--- config.mk ---
export PLATFORM = sky130hd
export DESIGN_NAME = nvsc_host
export DESIGN_NICKNAME = d
export VERILOG_FILES = /design/src/rtl/nvsc_pkg.sv /design/src/rtl/nvsc_host.sv /design/src/rtl/nvsc_busy_sync.sv
export SDC_FILE = /design/constraint.sdc
export NUM_CORES = 1
export LEC_CHECK = 0
export BUFFER_PORTS_ARGS = -buffer_cell sky130_fd_sc_hd__buf_4
export CORE_MARGIN = 2
export CORE_UTILIZATION = 40
export DETAILED_ROUTE_END_ITERATION = 10
export HOLD_SLACK_MARGIN = 0.02
export PLACE_DENSITY = 0.66
export SLEW_MARGIN = 20
export SYNTH_ARGS = -nofsm -noshare
export SYNTH_HDL_FRONTEND = slang
export SYNTH_HIERARCHICAL = 1
export SYNTH_SLANG_ARGS = --single-unit
--- constraint.sdc ---
create_clock -name core_clk -period 5.5 [get_ports core_clk]
set_input_delay 1.1 -clock core_clk [delete_from_list [all_inputs] [get_ports core_clk]]
set_output_delay 1.1 -clock core_clk [all_outputs]
set_load 0.03 [all_outputs]
--- src/rtl/nvsc_pkg.sv ---
// package of constants and carrier types for the nvsram host controller
package nvsc_pkg;
  // =====================================================
  // bus geometry
  localparam int NVSC_AW = 15;
  localparam int NVSC_CW = 14;
  localparam int NVSC_DW = 8;
  // =====================================================
  // command addresses
  localparam logic [13:0] NVSC_SEQ0 = 14'h0E38;
  localparam logic [13:0] NVSC_SEQ1 = 14'h31C7;
  localparam logic [13:0] NVSC_SEQ2 = 14'h03E0;
  localparam logic [13:0] NVSC_SEQ3 = 14'h3C1F;
  localparam logic [13:0] NVSC_SEQ4 = 14'h303F;
  localparam logic [13:0] NVSC_SAVE = 14'h0FC0;
  localparam logic [13:0] NVSC_LOAD = 14'h0C63;
  localparam logic [13:0] NVSC_ASOFF = 14'h03F8;
  localparam logic [13:0] NVSC_ASON = 14'h07F0;
  // =====================================================
  // timing
  localparam int NVSC_CLK_MHZ = 25;
  localparam int NVSC_ACC_NS = 120;
  localparam int NVSC_ACC_CYC = (NVSC_ACC_NS * NVSC_CLK_MHZ + 999) / 1000;
  localparam int NVSC_HOLD_NS = 200;
  localparam int NVSC_HOLD_CYC = (NVSC_HOLD_NS * NVSC_CLK_MHZ + 999) / 1000;
  localparam int NVSC_SAVE_US = 10000;
  localparam int NVSC_LOAD_US = 200;
  localparam int NVSC_BUSY_WAIT_CYC = 8;
  localparam int NVSC_SYNC_CYC = 2;
  localparam int NVSC_CW_CNT = 20;
  localparam logic [19:0] NVSC_CNT_ONE = 20'h00001;
  localparam logic [19:0] NVSC_CNT_ZERO = 20'h00000;
  // =====================================================
  // commands
  typedef enum logic [2:0] {
    NVSC_CMD_READ = 3'h0,
    NVSC_CMD_WRITE = 3'h1,
    NVSC_CMD_SWSAVE = 3'h2,
    NVSC_CMD_RECALL = 3'h3,
    NVSC_CMD_ASOFF = 3'h4,
    NVSC_CMD_ASON = 3'h5,
    NVSC_CMD_HWSAVE = 3'h6
  } nvsc_cmd_t;

  typedef struct packed {
    nvsc_cmd_t cmd;
    logic [14:0] addr;
    logic [7:0] wdata;
  } nvsc_req_t;

  typedef struct packed {
    logic chipSelN;
    logic writeN;
    logic outEnN;
    logic [14:0] addr;
    logic [7:0] dqOut;
    logic dqOe;
  } nvsc_pins_t;

  // command address for one step of a sequence
  function automatic logic [13:0] nvsc_step_addr(input logic [2:0] step,
                                                 input nvsc_cmd_t cmd);
    logic [13:0] a;
    a = NVSC_SEQ0;
    case (step)
      3'h0: a = NVSC_SEQ0;
      3'h1: a = NVSC_SEQ1;
      3'h2: a = NVSC_SEQ2;
      3'h3: a = NVSC_SEQ3;
      3'h4: a = NVSC_SEQ4;
      default: begin
        case (cmd)
          NVSC_CMD_SWSAVE: a = NVSC_SAVE;
          NVSC_CMD_RECALL: a = NVSC_LOAD;
          NVSC_CMD_ASOFF: a = NVSC_ASOFF;
          default: a = NVSC_ASON;
        endcase
      end
    endcase
    return a;
  endfunction
endpackage

--- src/rtl/nvsc_host.sv ---
// host controller issuing accesses and save/recall commands to nvsram
`timescale 1ns/1ps
module nvsc_host
  import nvsc_pkg::*;
#(
  parameter int SAVE_CYC = NVSC_SAVE_US * NVSC_CLK_MHZ,
  parameter int LOAD_CYC = NVSC_LOAD_US * NVSC_CLK_MHZ
)(
  input wire logic core_clk, // 25 MHz clock
  input wire logic sys_rst, // synchronous reset, high
  input wire logic reqValid, // request strobe
  input nvsc_req_t req, // request contents
  output logic reqReady, // ready for a request
  output logic rdValid, // read data pulse
  output logic [7:0] rdData, // read data
  output logic cmdDone, // command finished pulse
  output logic cmdSkipped, // command dropped at low supply, or hardware save found no busy
  output nvsc_pins_t pins, // memory pins
  input wire logic [7:0] dqIn, // data pins in
  output logic saveReqOut, // save pin driven low
  output logic saveReqOe, // save pin output enable
  input wire logic saveIn, // save pin level
  input wire logic lowSupply // low supply flag
);
  typedef enum logic [2:0] {
    ST_IDLE = 3'b000,
    ST_ACC = 3'b001,
    ST_GAP = 3'b011,
    ST_HWREQ = 3'b010,
    ST_BUSYW = 3'b110,
    ST_WAIT = 3'b111
  } nvsc_state_t;

  nvsc_state_t st_q, st_d;
  nvsc_req_t cur_q, cur_d;
  nvsc_pins_t pin_q, pin_d;
  logic [2:0] step_q, step_d;
  logic [19:0] cnt_q, cnt_d;
  logic rdv_q, rdv_d, done_q, done_d, skip_q, skip_d;
  logic [7:0] rdd_q, rdd_d;
  logic hsb_q, hsb_d, sawBusy_q, sawBusy_d;
  logic rdy_q, rdy_d;
  logic busyLow;
  logic seqCmd;

  nvsc_busy_sync u_sync (
    .core_clk(core_clk),
    .sys_rst(sys_rst),
    .pinIn(saveIn),
    .busyLow(busyLow)
  );

  assign seqCmd = (cur_q.cmd != NVSC_CMD_READ) &&
                  (cur_q.cmd != NVSC_CMD_WRITE) &&
                  (cur_q.cmd != NVSC_CMD_HWSAVE);

  // =====================================================
  // sequencer next state
  always_comb begin
    st_d = st_q;
    cur_d = cur_q;
    pin_d = pin_q;
    step_d = step_q;
    cnt_d = cnt_q;
    rdv_d = 1'b0;
    rdd_d = rdd_q;
    done_d = 1'b0;
    skip_d = 1'b0;
    hsb_d = hsb_q;
    sawBusy_d = sawBusy_q;
    case (st_q)
      ST_IDLE: begin
        // hold off while device is busy with any save
        if (reqValid && !busyLow) begin
          cur_d = req;
          step_d = 3'h0;
          // low supply: drop writes and saves
          if (lowSupply && (req.cmd == NVSC_CMD_WRITE ||
              req.cmd == NVSC_CMD_SWSAVE || req.cmd == NVSC_CMD_HWSAVE)) begin
            skip_d = 1'b1;
          end else if (req.cmd == NVSC_CMD_HWSAVE) begin
            hsb_d = 1'b1;
            sawBusy_d = 1'b0;
            cnt_d = NVSC_CNT_ZERO;
            st_d = ST_HWREQ;
          end else begin
            st_d = ST_ACC;
            cnt_d = NVSC_CNT_ZERO;
            pin_d.chipSelN = 1'b0;
            // commands use reads, write strobe high
            pin_d.writeN = (req.cmd != NVSC_CMD_WRITE);
            pin_d.outEnN = (req.cmd == NVSC_CMD_WRITE);
            pin_d.dqOe = (req.cmd == NVSC_CMD_WRITE);
            pin_d.dqOut = req.wdata;
            if (req.cmd == NVSC_CMD_READ || req.cmd == NVSC_CMD_WRITE)
              pin_d.addr = req.addr;
            else
              pin_d.addr = {1'b0, nvsc_step_addr(3'h0, req.cmd)};
          end
        end
      end
      ST_ACC: begin
        cnt_d = cnt_q + NVSC_CNT_ONE;
        if (cnt_q == 20'(NVSC_ACC_CYC - 1)) begin
          rdd_d = dqIn;
          // release strobes so each access has its own falling edge
          pin_d.chipSelN = 1'b1;
          pin_d.writeN = 1'b1;
          pin_d.outEnN = 1'b1;
          pin_d.dqOe = 1'b0;
          cnt_d = NVSC_CNT_ZERO;
          st_d = ST_GAP;
        end
      end
      ST_GAP: begin
        if (!seqCmd) begin
          rdv_d = (cur_q.cmd == NVSC_CMD_READ);
          done_d = 1'b1;
          st_d = ST_IDLE;
        end else if (step_q == 3'h5) begin
          // sixth read issued, wait out the operation
          cnt_d = NVSC_CNT_ZERO;
          st_d = ST_WAIT;
        end else begin
          // next read back to back, nothing else interleaved
          step_d = step_q + 3'h1;
          pin_d.chipSelN = 1'b0;
          pin_d.outEnN = 1'b0;
          pin_d.addr = {1'b0, nvsc_step_addr(step_q + 3'h1, cur_q.cmd)};
          st_d = ST_ACC;
        end
      end
      ST_HWREQ: begin
        // hold request for a fixed window of NVSC_HOLD_CYC + NVSC_BUSY_WAIT_CYC + 1 cycles
        cnt_d = cnt_q + NVSC_CNT_ONE;
        // own pull-down reads as busy here, so it is not counted
        if (cnt_q == 20'(NVSC_HOLD_CYC + NVSC_BUSY_WAIT_CYC)) begin
          hsb_d = 1'b0;
          st_d = ST_BUSYW;
          cnt_d = NVSC_CNT_ZERO;
        end
      end
      ST_BUSYW: begin
        // wait for pin to go high again, save done
        cnt_d = cnt_q + NVSC_CNT_ONE;
        // own release needs the synchroniser delay to show
        if (busyLow && cnt_q >= 20'(NVSC_SYNC_CYC))
          sawBusy_d = 1'b1;
        if (!busyLow && cnt_q >= 20'(NVSC_BUSY_WAIT_CYC)) begin
          done_d = sawBusy_q;
          skip_d = !sawBusy_q;
          st_d = ST_IDLE;
        end
      end
      ST_WAIT: begin
        // memory locked for save or recall time
        // a software save also makes a changed autosave setting stick
        cnt_d = cnt_q + NVSC_CNT_ONE;
        if ((cur_q.cmd == NVSC_CMD_SWSAVE && cnt_q >= 20'(SAVE_CYC - 1)) ||
            (cur_q.cmd == NVSC_CMD_RECALL && cnt_q >= 20'(LOAD_CYC - 1)) ||
            (cur_q.cmd == NVSC_CMD_ASOFF || cur_q.cmd == NVSC_CMD_ASON)) begin
          if (!busyLow) begin
            done_d = 1'b1;
            st_d = ST_IDLE;
          end
        end
      end
      default: st_d = ST_IDLE;
    endcase
    // ready is registered so the port comes from a flop
    rdy_d = (st_d == ST_IDLE);
  end

  // registers
  always_ff @(posedge core_clk) begin
    if (sys_rst) begin
      st_q <= ST_IDLE;
      cur_q <= '0;
      pin_q <= '{chipSelN: 1'b1, writeN: 1'b1, outEnN: 1'b1,
                 addr: 15'h0000, dqOut: 8'h00, dqOe: 1'b0};
      step_q <= 3'h0;
      cnt_q <= NVSC_CNT_ZERO;
      rdv_q <= 1'b0;
      rdd_q <= 8'h00;
      done_q <= 1'b0;
      skip_q <= 1'b0;
      hsb_q <= 1'b0;
      sawBusy_q <= 1'b0;
      rdy_q <= 1'b1;
    end else begin
      st_q <= st_d;
      cur_q <= cur_d;
      pin_q <= pin_d;
      step_q <= step_d;
      cnt_q <= cnt_d;
      rdv_q <= rdv_d;
      rdd_q <= rdd_d;
      done_q <= done_d;
      skip_q <= skip_d;
      hsb_q <= hsb_d;
      sawBusy_q <= sawBusy_d;
      rdy_q <= rdy_d;
    end
  end

  // outputs from flops, saveReqOut tied low
  assign pins = pin_q;
  assign rdValid = rdv_q;
  assign rdData = rdd_q;
  assign cmdDone = done_q;
  assign cmdSkipped = skip_q;
  assign saveReqOut = 1'b0;
  assign saveReqOe = hsb_q;
  assign reqReady = rdy_q;

  // =====================================================
  // checks
  chk_seq_writen: assert property (@(posedge core_clk) disable iff (sys_rst)
    (st_q == ST_ACC && seqCmd) |-> pin_q.writeN)
    else $error("write strobe low in command");
  chk_seq_addr: assert property (@(posedge core_clk) disable iff (sys_rst)
    (st_q == ST_ACC && seqCmd) |->
      pin_q.addr[13:0] == nvsc_step_addr(step_q, cur_q.cmd))
    else $error("wrong command address");
  chk_seq_step: assert property (@(posedge core_clk) disable iff (sys_rst)
    (st_q == ST_GAP && seqCmd && step_q != 3'h5) |=>
      (st_q == ST_ACC && !pin_q.chipSelN))
    else $error("gap in command sequence");
  chk_low_nowr: assert property (@(posedge core_clk) disable iff (sys_rst)
    (st_q == ST_IDLE && reqValid && lowSupply &&
     req.cmd == NVSC_CMD_WRITE) |=> (st_q == ST_IDLE && pin_q.writeN))
    else $error("write issued at low supply");
  chk_wait_lock: assert property (@(posedge core_clk) disable iff (sys_rst)
    (st_q == ST_WAIT) |-> pin_q.chipSelN)
    else $error("access during save or recall");
  chk_cs_edge: assert property (@(posedge core_clk) disable iff (sys_rst)
    (st_q == ST_ACC && cnt_q == 20'(NVSC_ACC_CYC - 1)) |=>
      pin_q.chipSelN)
    else $error("chip select not released");
  chk_hw_pulse: assert property (@(posedge core_clk) disable iff (sys_rst)
    $rose(hsb_q) |-> hsb_q [*4])
    else $error("save request too short");
  chk_busy_hold: assert property (@(posedge core_clk) disable iff (sys_rst)
    (busyLow && st_q != ST_GAP) |=>
      !(st_q == ST_ACC && cnt_q == NVSC_CNT_ZERO))
    else $error("access started while busy");
  cov_swsave: cover property (@(posedge core_clk)
    st_q == ST_WAIT && cur_q.cmd == NVSC_CMD_SWSAVE);
  cov_recall: cover property (@(posedge core_clk)
    st_q == ST_WAIT && cur_q.cmd == NVSC_CMD_RECALL);
  cov_hwsave: cover property (@(posedge core_clk) done_q && sawBusy_q);
  cov_skip: cover property (@(posedge core_clk) skip_q);
endmodule

--- src/rtl/nvsc_busy_sync.sv ---
// two-flop synchroniser for the save/busy pin
`timescale 1ns/1ps
module nvsc_busy_sync
  import nvsc_pkg::*;
(
  input wire logic core_clk, // system clock
  input wire logic sys_rst, // synchronous reset
  input wire logic pinIn, // raw save/busy pin level
  output logic busyLow // synchronised low level
);
  logic s1_q, s1_d, s2_q, s2_d;

  // next values of the synchroniser
  always_comb begin
    s1_d = pinIn;
    s2_d = s1_q;
  end

  // register stage, idle level is high
  always_ff @(posedge core_clk) begin
    if (sys_rst) begin
      s1_q <= 1'b1;
      s2_q <= 1'b1;
    end else begin
      s1_q <= s1_d;
      s2_q <= s2_d;
    end
  end

  assign busyLow = ~s2_q;
endmodule

==> Word level (Yosys, flattened, before mapping) <==
Cells that the tools add are included.
{ "op_classes": {"addsub": 2, "mul": 0, "div_mod_pow": 0, "n_lt_le_gt_ge": 4, "n_eq_ne": 32, "n_shift": 0, "n_mux": 58, "n_bitwise": 4, "reduce_logical": 39} }
{ "ops": {"columns": ["op", "n"], "rows": [
  ["$mux W20", 6],
  ["$pmux W20 S5", 1],
  ["$mux W27", 3],
  ["$pmux W14 S5", 1],
  ["$mux W3", 13],
  ["$pmux W12 S3", 1],
  ["$mux W16", 2],
  ["$pmux W15 S2", 1],
  ["$eq A3 B2 Y1 const B", 7],
  ["$eq A3 B3 Y1 const B", 7],
  ["$add A20 B1 Y20 const B", 1],
  ["$eq A20 B2 Y1 const B", 1],
  ["$eq A20 B4 Y1 const B", 1],
  ["$ge A20 B13 Y1 const B", 1],
  ["$ge A20 B18 Y1 const B", 1],
  ["$ge A20 B2 Y1 const B", 1],
  ["$ge A20 B4 Y1 const B", 1],
  ["$ne A2 B2 Y1 const B", 10],
  ["$reduce_and A5 Y1", 4],
  ["$mux W1", 18],
  ["$pmux W3 S6", 1],
  ["$logic_not A3 Y1", 5],
  ["$mux W15", 1],
  ["$pmux W1 S2", 5],
  ["other kinds (20)", 46]
]} }
{ "word_totals": {"reg_bits": 72, "latchBits": 0, "ramBits": 0, "rom_bits": 0, "input_bits": 39, "out_inout_bits": 41, "elab_cells": 158, "memories": 0} }

==> Depth between registers and ports, before layout <==
Gate-level depths: netlist (run 1).
{ "logic_depth": {"word_depth": 8, "depth_mapped": 10, "ltp_nobuf": 8} }

==> Cells and area by module <==
Netlist (run 1), hierarchy kept.
{ "by_module_without_submodules": {"columns": ["module", "n_inst", "cells_each", "area_per_inst_um2"], "rows": [
  ["nvsc_host", 1, 466, 3936.3],
  ["nvsc_busy_sync", 1, 5, 56.3]
]} }

==> Least setup slack after synthesis (run 1) <==
Ideal clock, no wire load.
{ "synth_timing": {"path_type": "input to register", "startpoint": "input port reqValid", "endpoint": "register pin_q, in the netlist pins[11]", "arrival_time_ns": 2.362, "required_time_ns": 5.366, "slack_ns": 3.004, "stages": 8, "path_cell_list": "nor2b_1 > clkbuf_1 > nand2_2 > o2bb2ai_2 > a21o_1 > buf_2 > a31oi_1 > a211oi_1"} }
{ "synth_between": {"elab_chain_cells": 3} }
{ "synth_lines": {"columns": ["item", "line", "text"], "rows": [
  ["start, declared", "nvsc_host.sv:11", "input wire logic reqValid,"],
  ["$logic_and A1 B1 Y1", "nvsc_host.sv:74", "if (reqValid && !busyLow) begin"],
  ["$ne A2 B2 Y1 (no line)", null, null],
  ["$reduce_and A6 Y1 (no line)", null, null],
  ["end signal, assigned", "nvsc_host.sv:179", "pin_q <= '{chipSelN: 1'b1, writeN: 1'b1, outEnN: 1'b1,"],
  ["end signal, assigned", "nvsc_host.sv:193", "pin_q <= pin_d;"],
  ["end, declared", "nvsc_host.sv:36", "nvsc_pins_t pin_q, pin_d;"]
]} }
Every way passes these cells.
A chain may end at the register's enable or synchronous reset.

==> Worst setup path in the final report (run 1) <==
{ "layout_timing": {"startpoint": "input port req[25] in the netlist's numbering", "endpoint": "register pin_q, in the netlist pins[0]"} }
{ "layout_between": {"elab_chain_cells": 6, "word_cells_on_any_way": 13} }
{ "layout_lines": {"columns": ["item", "line", "text"], "rows": [
  ["start, declared", "nvsc_host.sv:12", "input nvsc_req_t req,"],
  ["$eq A3 B1 Y1 / $eq A3 B2 Y1 (equally long branches)", "nvsc_host.sv:78, nvsc_host.sv:93, nvsc_host.sv:79", null],
  ["$logic_or A1 B1 Y1", "nvsc_host.sv:78", "if (lowSupply && (req.cmd == NVSC_CMD_WRITE ||"],
  ["$logic_or A1 B1 Y1", "nvsc_host.sv:79", "req.cmd == NVSC_CMD_SWSAVE || req.cmd == NVSC_CMD_HWSAVE)) begin"],
  ["$logic_and A1 B1 Y1", "nvsc_host.sv:78", null],
  ["$ne A2 B2 Y1 (no line)", null, null],
  ["$reduce_and A5 Y1 (no line)", null, null]
]} }
Parallel ways exist; a longest one is shown, timed or not. The select of a mux whose other input is x is not followed.

==> flow_summary.ini, run 1 <==
[final_layout]
regArea_sq_mm = 0.001441
layout.nets = 578
areaGrowthSynthToFinish_pct = 18.99
n_fill_cell = 980
drive_above_1_share = 0.2388
multiInputGateArea_sq_mm = 0.002285
diodes = 0
instances_no_fill = 669

[floorplan]
pin_count = 80
dieWidth_um = 103.9
dieHeight_um = 103.9
core_area_sq_mm = 0.009729
initial_core_util = 0.4104
fp-row-count = 36
dieArea_sq_mm = 0.01080

[cts]
cts_tree = built
cts_buffer_depth = 2
clkTransAtPathRegs_ps = 80
cts_buffers = 9
clkLatencyLatePin_ps = 370
clock-sinks = 72
ctsHoldBuffers = 0
ctsResizeCount = 0
htreeDepth = 3
post-cts-setup-buffers = 0
cts-root-buf = clkbuf_8

[sta]
slew_violations = 0
setup_slack_ps = 2880
fmax_mhz = 381.6
fin_setup_tns_ps = 0
finalHoldViolations = 0
finalSetupViolations = 0
slew_headroom = 0.4949
tightest_slew_ps = 756.5
fin_crit_sh = 0.4764
min_period_ps = 2620
fin_worst_skew_ps = 11.18
grt_setup_unrepaired = false

[global_route]
antenna_found_initial = 0
grt_max_degree = 57
grt_pass1_vias = 3426
grt_usage = 0.1855
globalRouteOverflowTotal = 0
grt_pass1_wl_um = 16480

[synthesis]
ys_ff_latch = 72
synthTopCellsByCount = dfxtp_1 (72), nor2_1 (57), nand2_1 (46), a21oi_1 (24), nand3_1 (21)
async_reset_ff_frac = 0
yosysTopAreaCell = dfxtp_1
synth_nets = 518
synth_cells = 471
synth.most_common_cell = dfxtp_1
yosys_warnings = 6
synth_cell_types = 83
synth_flop_cell = dfxtp_1
post_synth.cell_area_avg_sq_um = 8.477
synth_area_leaders = dfxtp_1 (36%), nor2_1 (5.4%), nand2_1 (4.3%), mux2i_1 (4.3%), a21oi_1 (3.0%)
synth_area_sq_mm = 0.003993
yosysSeqAreaShare = 0.3610
synth_edf_count = 0
yosysTopAreaCellShare = 0.3610

[power_and_ir_drop]
p_leak_nw = 1.869
max-vdd-ir-drop_mv = 0.1625
powerDensity_mw_per_mm2 = 261.4

[placed_design]
dp_slack_ps = 2499
placedCellCount = 653
hpwl_um = 7180
gp_congestion = 0.8644
io_buffers = 78

[setup_path]
arrival_ps = 2920
crit_required_ps = 5800
crit_type = in -> reg
worstPathMaxFanout = 12
rrSetupSlack_ps = 2900
end_kind = flip-flop
start_kind = input pin

[route]
drc = 0
num_vias = 3582
drt_iter0_drc = 182
routed_wl_um = 9705
dr.pass1.iters = 4
wire_per_inst_um = 14.51
ant_nets = 0
vias_per_cell = 5.354

[outcome]
outcome = finished, final reports clean

[flow_run]
drv_cap = 0

[worst_hold_path]
hold_class = reg -> reg
[registers in the layout (all words and copies together) (netlist names), 3 cells and up]
register,flops
step_q,3
cnt_q,20
pins,27
st_q,3
rdData,8
cur_q,3
[worst paths after layout]
check        cells after the start           to        start
max                              6      pins[0]      req[25]
min                              1  u_sync/s2_q  u_sync/s1_q
max reg2reg                      5     pins[11]      st_q[0]
min reg2reg                      1  u_sync/s2_q  u_sync/s1_q
[critical path, stage by stage]
cell and delay, ps:
buf_4 130, or2_2 310, a21oi_1 260, nand3_1 490, or3_1 500, a21oi_1 120
[cell type report]
| class | instances | area share |
|---|---|---|
| Inverter | 14 | 0.01106 |
| Timing Repair Buffer | 79 | 0.1248 |
| Tap cell | 133 | 0.03503 |
| Multi-Input combinational cell | 355 | 0.4809 |
| Clock buffer | 11 | 0.02765 |
| Clock inverter | 5 | 0.01712 |
| Sequential cell | 72 | 0.3034 |
[power by group]
part / total [mW] / leakage, nW / switching (mW) / internal (mW)
clock: 0.456 / 0.104 / 0.200 / 0.256
combinational: 0.221 / 1.18 / 0.133 / 0.0878
sequential: 0.566 / 0.586 / 0.0207 / 0.545
[metal layers]
layer,up-vias,wire length (um),global-route usage
met2,94,4425,0.2857
met3,15,551,0.05075
met5,-,0,0
met4,0,178,0.06950
li1,1799,-,-
met1,1674,4549,0.2481
[metrics by stage]
step                  util  area, sq um  hold slack [ps]  total power, mW
finish              0.4883         4751            412.1            1.242
global route        0.4883         4751            431.4            1.297
CTS                 0.4883         4751            412.7            1.254
detailed placement  0.4664         4538            396.9           0.7996
global placement    0.4664         4538            398.1           0.7959
floorplan                -         3993            385.4           0.7309
[cells in the final DEF (no fill, tap or decap), types with 4 or more instances in the layout]
cell,count
clkbuf_8,9
buf_4,79
a21o_1,5
nor3_1,16
o21ai_0,18
a21oi_1,24
ha_1,8
nand2_1,46
a211oi_1,10
a311oi_1,4
nor2b_1,7
nor2_1,57
mux2i_1,17
nand2b_1,7
nor4_1,5
xnor2_1,9
nor2_2,10
nand3_1,21
inv_1,14
dfxtp_1,72
nand4_1,6
a31oi_1,5
[cell families after synthesis]
| family | synth area share |
|---|---|
| xor+xnor | 0.02633 |
| buf+inv | 0.06675 |
| compound gates | 0.1890 |
| other cells | 0.0009392 |
| simple gates | 0.2883 |
| flops | 0.3610 |
| mux | 0.04262 |
| fa+ha+maj | 0.02507 |
(Power assumes the default switching activity.)
==> run 2: changes to the inputs <==
==> constraint.sdc (replaced) <==
create_clock -name core_clk -period 2.69 [get_ports core_clk]
set_input_delay 0.538 -clock core_clk [delete_from_list [all_inputs] [get_ports core_clk]]
set_output_delay 0.538 -clock core_clk [all_outputs]
set_load 0.03 [all_outputs]
==> run 2 against run 1 <==
Effect of this change: routed wire length up 1.6%; final area is 0.79% higher; first-iteration DRC count decreased by 2.7%; critical endpoint is now pins[16]; sequential cell count unchanged; clock-buffer cell count fell by 1; critical path type is now reg -> reg; worst setup slack worse by 2600 ps.
==> flow_summary.ini, run 2 (synthesis results as in run 1) <==
[outcome]
outcome = finished, final reports clean

[sta]
fin_crit_sh = 0.8962
fin_worst_skew_ps = 12.36
tightest_slew_ps = 728.8
grt_setup_unrepaired = false
min_period_ps = 2411
fmax_mhz = 414.8
finalHoldViolations = 0
finalSetupViolations = 0
holdWs_ps = 376.3
slew_headroom = 0.5134
fin_setup_tns_ps = 0
slew_violations = 0

[global_route]
use_met2 = 0.2890
antenna_found_initial = 0
grt_usage = 0.1855
busiest_layer = met2
grt_pass1_wl_um = 16730
grt_max_degree = 57
grtUsageMet1 = 0.2535
grt_pass1_vias = 3482
globalRouteOverflowTotal = 0
use_met3 = 0.04762

[power_and_ir_drop]
powerDensity_mw_per_mm2 = 517.9
p_leak_nw = 1.898
max-vdd-ir-drop_mv = 0.2892

[cts]
ctsResizeCount = 0
cts-root-buf = clkbuf_8
post-cts-setup-buffers = 0
clkTransAtPathRegs_ps = 80
htreeDepth = 3
clock-sinks = 72
cts_tree = built
clkLatencyLatePin_ps = 350
ctsHoldBuffers = 0
cts_buffer_depth = 2
cts_buffers = 9

[floorplan]
dieWidth_um = 103.9
pin_count = 80
fp-row-count = 36
initial_core_util = 0.4104
dieHeight_um = 103.9
core_area_sq_mm = 0.009729
dieArea_sq_mm = 0.01080

[setup_path]
r2r_start = step_q[0]
arrival_ps = 2680
ff2ff_path_depth = 8
r2r_end = pins[16]
end_kind = flip-flop
crit_required_ps = 2960
worstPathMaxFanout = 7
rrSetupSlack_ps = 280
start_kind = flip-flop
crit_type = reg -> reg

[final_layout]
diodes = 0
areaGrowthSynthToFinish_pct = 19.93
n_fill_cell = 960
finalInstanceArea_sq_mm = 0.004788
largest_reg_flops = 27
drive_above_1_share = 0.2528
final_util = 0.4922
final_common_cell = buf_4
multiInputGateArea_sq_mm = 0.002288
regArea_sq_mm = 0.001441
layout.nets = 585
mostFrequentLayoutCells = buf_4 (86), dfxtp_1 (72), nor2_1 (57), nand2_1 (46), a21oi_1 (23)

[route]
drt_iter0_drc = 177
dr.pass1.iters = 5
ant_nets = 0
vias_per_cell = 5.390
num_vias = 3638
routed_wl_um = 9860
wire_per_inst_um = 14.61
drc = 0

[placed_design]
gp_congestion = 0.8478
placed_cell_area_sq_mm = 0.004591
io_buffers = 78
hpwl_um = 7240

[flow_run]
drv_cap = 0

[worst_hold_path]
holdPathEnd = u_sync/s1_q
hold_depth = 2
hold_class = in -> reg
hp-start = saveIn
run 2: cell count changes in the layout (fill, tap and decap cells not counted):
| cell | change |
|---|---|
| a21oi_1 | -1 |
| a21oi_2 | +1 |
| buf_4 | +7 |
| bufinv_16 | -1 |
| clkbuf_1 | -2 |
| clkbuf_8 | +1 |
| clkinv_2 | +1 |
| clkinv_4 | -1 |
| inv_6 | +1 |
run 2: critical path, cell delays in order (launching register included):
cell	delay (ps)
dfxtp_1	360
ha_1	250
ha_1	340
or4_1	550
a21oi_2	300
nand2_1	100
a21oi_1	140
nor2_1	80
a211oi_1	210
run 2: worst max path at each step:
stage | startpoint | to | cells past startpoint
2_1_floorplan | step_q[0] | pins[10] | 7
3_5_place_dp | step_q[0] | pins[16] | 8
4_1_cts | step_q[0] | pins[16] | 8
5_1_grt | step_q[0] | pins[18] | 8
3_3_place_gp | step_q[0] | pins[18] | 8
6_report | step_q[0] | pins[16] | 8
run 2: stage by stage:
step                std cells  setup WS (ps)  power (mW)
finish                    675          279.4       2.480
global route              675          101.5       2.593
CTS                       675          161.1       2.497
detailed placement        660          177.4       1.643
global placement          660          286.6       1.637
floorplan                 471          436.1       1.494
run 2: layout make-up:
type	instances	share of cell area
Multi-Input combinational cell	355	0.4779
Sequential cell	72	0.3010
Timing Repair Buffer	86	0.1348
Tap cell	133	0.03475
Clock buffer	10	0.02874
Clock inverter	5	0.01176
Inverter	14	0.01097
run 2: power breakdown:
part,switching (mW),internal (mW)
Clock,0.412,0.449
Combinational,0.279,0.186
Sequential,0.0399,1.11
run 2: layer usage:
| metal | share of wire | wire length, um | vias up |
|---|---|---|---|
| met5 | 0 | 0 | - |
| met4 | 0.010 | 103 | 0 |
| met3 | 0.056 | 557 | 11 |
| met2 | 0.46 | 4577 | 115 |
| met1 | 0.47 | 4621 | 1699 |
| li1 | - | - | 1813 |
==> run 3: changes to the inputs <==
--- a/config.mk
+++ b/config.mk
@@ -10,9 +10,9 @@
 export CORE_UTILIZATION = 40
 export DETAILED_ROUTE_END_ITERATION = 10
 export HOLD_SLACK_MARGIN = 0.02
+export MAX_ROUTING_LAYER = met4
 export PLACE_DENSITY = 0.66
 export SLEW_MARGIN = 20
 export SYNTH_ARGS = -nofsm -noshare
 export SYNTH_HDL_FRONTEND = slang
-export SYNTH_HIERARCHICAL = 1
 export SYNTH_SLANG_ARGS = --single-unit
==> run 3 against run 2 <==
Effect of this change: clock power decreased by 3.3%; sequential power hardly changed; worst setup slack got worse by 2.7 ps; clock skew barely moved; fmax decreased by 0.11%; largest cell class unchanged.
==> flow_summary.ini, run 3 <==
[synthesis]
synth_area_sq_mm = 0.003837
yosysSeqAreaShare = 0.3756
async_reset_ff_frac = 0
yosysTopAreaCell = dfxtp_1
synth_flop_cell = dfxtp_1
synth_cell_types = 73
synth.most_common_cell = nand2_1
synth_area_leaders = dfxtp_1 (38%), nand2_1 (7.5%), a21oi_1 (5.3%), nor2_1 (5.2%), nor3_1 (3.1%)
post_synth.cell_area_avg_sq_um = 7.912
synth_cells = 485
synth_edf_count = 0
yosys_warnings = 0
synthTopCellsByCount = nand2_1 (77), dfxtp_1 (72), nor2_1 (53), a21oi_1 (41), nor3_1 (24)
yosysTopAreaCellShare = 0.3756
ys_ff_latch = 72
synth_nets = 532

[setup_path]
crit_type = reg -> reg
worstSetupStartpoint = step_q[0]
crit_chain = ha_1 -> ha_1 -> or4_1 -> a21oi_2 -> nand2_1 -> a21oi_1 -> nor2_1 -> a211oi_1
end_kind = flip-flop
start_kind = flip-flop
path_delay_family = simple AND/OR/NAND/NOR gates
r2r_start = step_q[0]
critical-path-slowest-cell = or4_1
crit_top_cell = ha_1
crit_required_ps = 2960
worstPathMaxFanout = 6
arrival_ps = 2690
cpPeakStageDelay_ps = 540
crit_buf_inv = 0
cp.depth = 8
ff2ff_path_depth = 8

[sta]
slew_headroom = 0.5366
fmax_mhz = 414.4
finalSetupViolations = 0
grt_setup_unrepaired = false
tightest_slew_ps = 685.5
holdWs_ps = 365.6
slew_violations = 0
finalHoldViolations = 0
fin_worst_skew_ps = 12.69
fin_setup_tns_ps = 0
min_period_ps = 2413
fin_crit_sh = 0.8972

[floorplan]
pin_count = 80
dieArea_sq_mm = 0.01039
initial_core_util = 0.4133
fp-row-count = 35
core_area_sq_mm = 0.009284
dieWidth_um = 101.9
dieHeight_um = 101.9

[global_route]
antenna_found_initial = 0
grt_usage = 0.2001
grt_max_degree = 52
globalRouteOverflowTotal = 0
grt_pass1_wl_um = 16110
grt_pass1_vias = 3411

[final_layout]
n_fill_cell = 903
instances_no_fill = 688
areaGrowthSynthToFinish_pct = 21.36
drive_above_1_share = 0.2361
final_common_cell = buf_4
largest_reg_flops = 27
layout.nets = 601
diodes = 0
mostFrequentLayoutCells = buf_4 (84), nand2_1 (77), dfxtp_1 (72), nor2_1 (53), a21oi_1 (41)

[route]
wire_per_inst_um = 14.50
drt_iter0_drc = 171
dr.pass1.iters = 4
ant_nets = 0
vias_per_cell = 5.392
drc = 0
num_vias = 3710
routed_wl_um = 9976

[worst_hold_path]
hp-start = saveIn
hold_depth = 2
hold_class = in -> reg

[power_and_ir_drop]
max-vdd-ir-drop_mv = 0.2284
p_leak_nw = 1.849
powerDensity_mw_per_mm2 = 516.2
finalPower_mw = 2.404

[cts]
cts_buffers = 9
cts_buffer_depth = 2
cts-root-buf = clkbuf_8
htreeDepth = 3
cts_tree = built
clock-sinks = 72
ctsHoldBuffers = 0
ctsResizeCount = 0
post-cts-setup-buffers = 0
clkTransAtPathRegs_ps = 90
clkLatencyLatePin_ps = 360

[placed_design]
io_buffers = 78
hpwl_um = 7283
placedCellCount = 672
gp_congestion = 0.8846

[outcome]
outcome = finished, final reports clean

[flow_run]
drv_cap = 0
## run 3: cell type report
cell class | count | area, sq um | share of cell area
multi-input combinational | 374 | 2188 | 0.4699
sequential | 72 | 1441 | 0.3095
timing repair buffer | 84 | 630.6 | 0.1354
tap | 129 | 161.4 | 0.03466
clock buffer | 9 | 123.9 | 0.02660
clock inverter | 7 | 62.56 | 0.01343
inverter | 13 | 48.80 | 0.01048
## run 3: where the power goes
part	switching [mW]	total (mW)	internal, mW
clock network	0.479	0.833	0.354
logic	0.258	0.421	0.164
registers	0.0384	1.15	1.11
total	0.775	2.40	1.63
## run 3: per-stage QoR
step / cell area, sq um / setup slack [ps] / utilization
2_1_floorplan: 3837 / 516.6 / -
3_3_place_gp: 4471 / 397.2 / 0.4815
3_5_place_dp: 4471 / 332.7 / 0.4815
4_1_cts: 4657 / 306.2 / 0.5016
5_1_grt: 4657 / 119.4 / 0.5016
6_report: 4657 / 276.6 / 0.5016
## run 3: cells by family (layout without fill, tap and decap cells)
family | Yosys count | count (layout) | synth area share
XOR/XNOR | 4 | 4 | 0.009131
AND/OR/NAND/NOR | 237 | 237 | 0.3192
buffers and inverters | 39 | 113 | 0.05412
multiplexers | 3 | 3 | 0.007826
other | 1 | 1 | 0.0009772
adder cells (fa/ha/maj) | 8 | 8 | 0.02609
flip-flops | 72 | 72 | 0.3756
AO/OA/AOI/OAI | 121 | 121 | 0.2071
## run 3: final timing paths
path / slack (ps) / endpoint
min reg2reg: 410 / u_sync.s2_q
max reg2reg: 280 / pins[17]
max: 280 / pins[17]
min: 370 / u_sync.s1_q
## run 3: metal layers
layer  global-route usage  vias up  wire, um
met5                    -        -         0
met4              0.08000        0       179
met3              0.03352       15       518
met2               0.3381      102      4792
met1               0.2372     1733      4486
li1                     -     1860         -
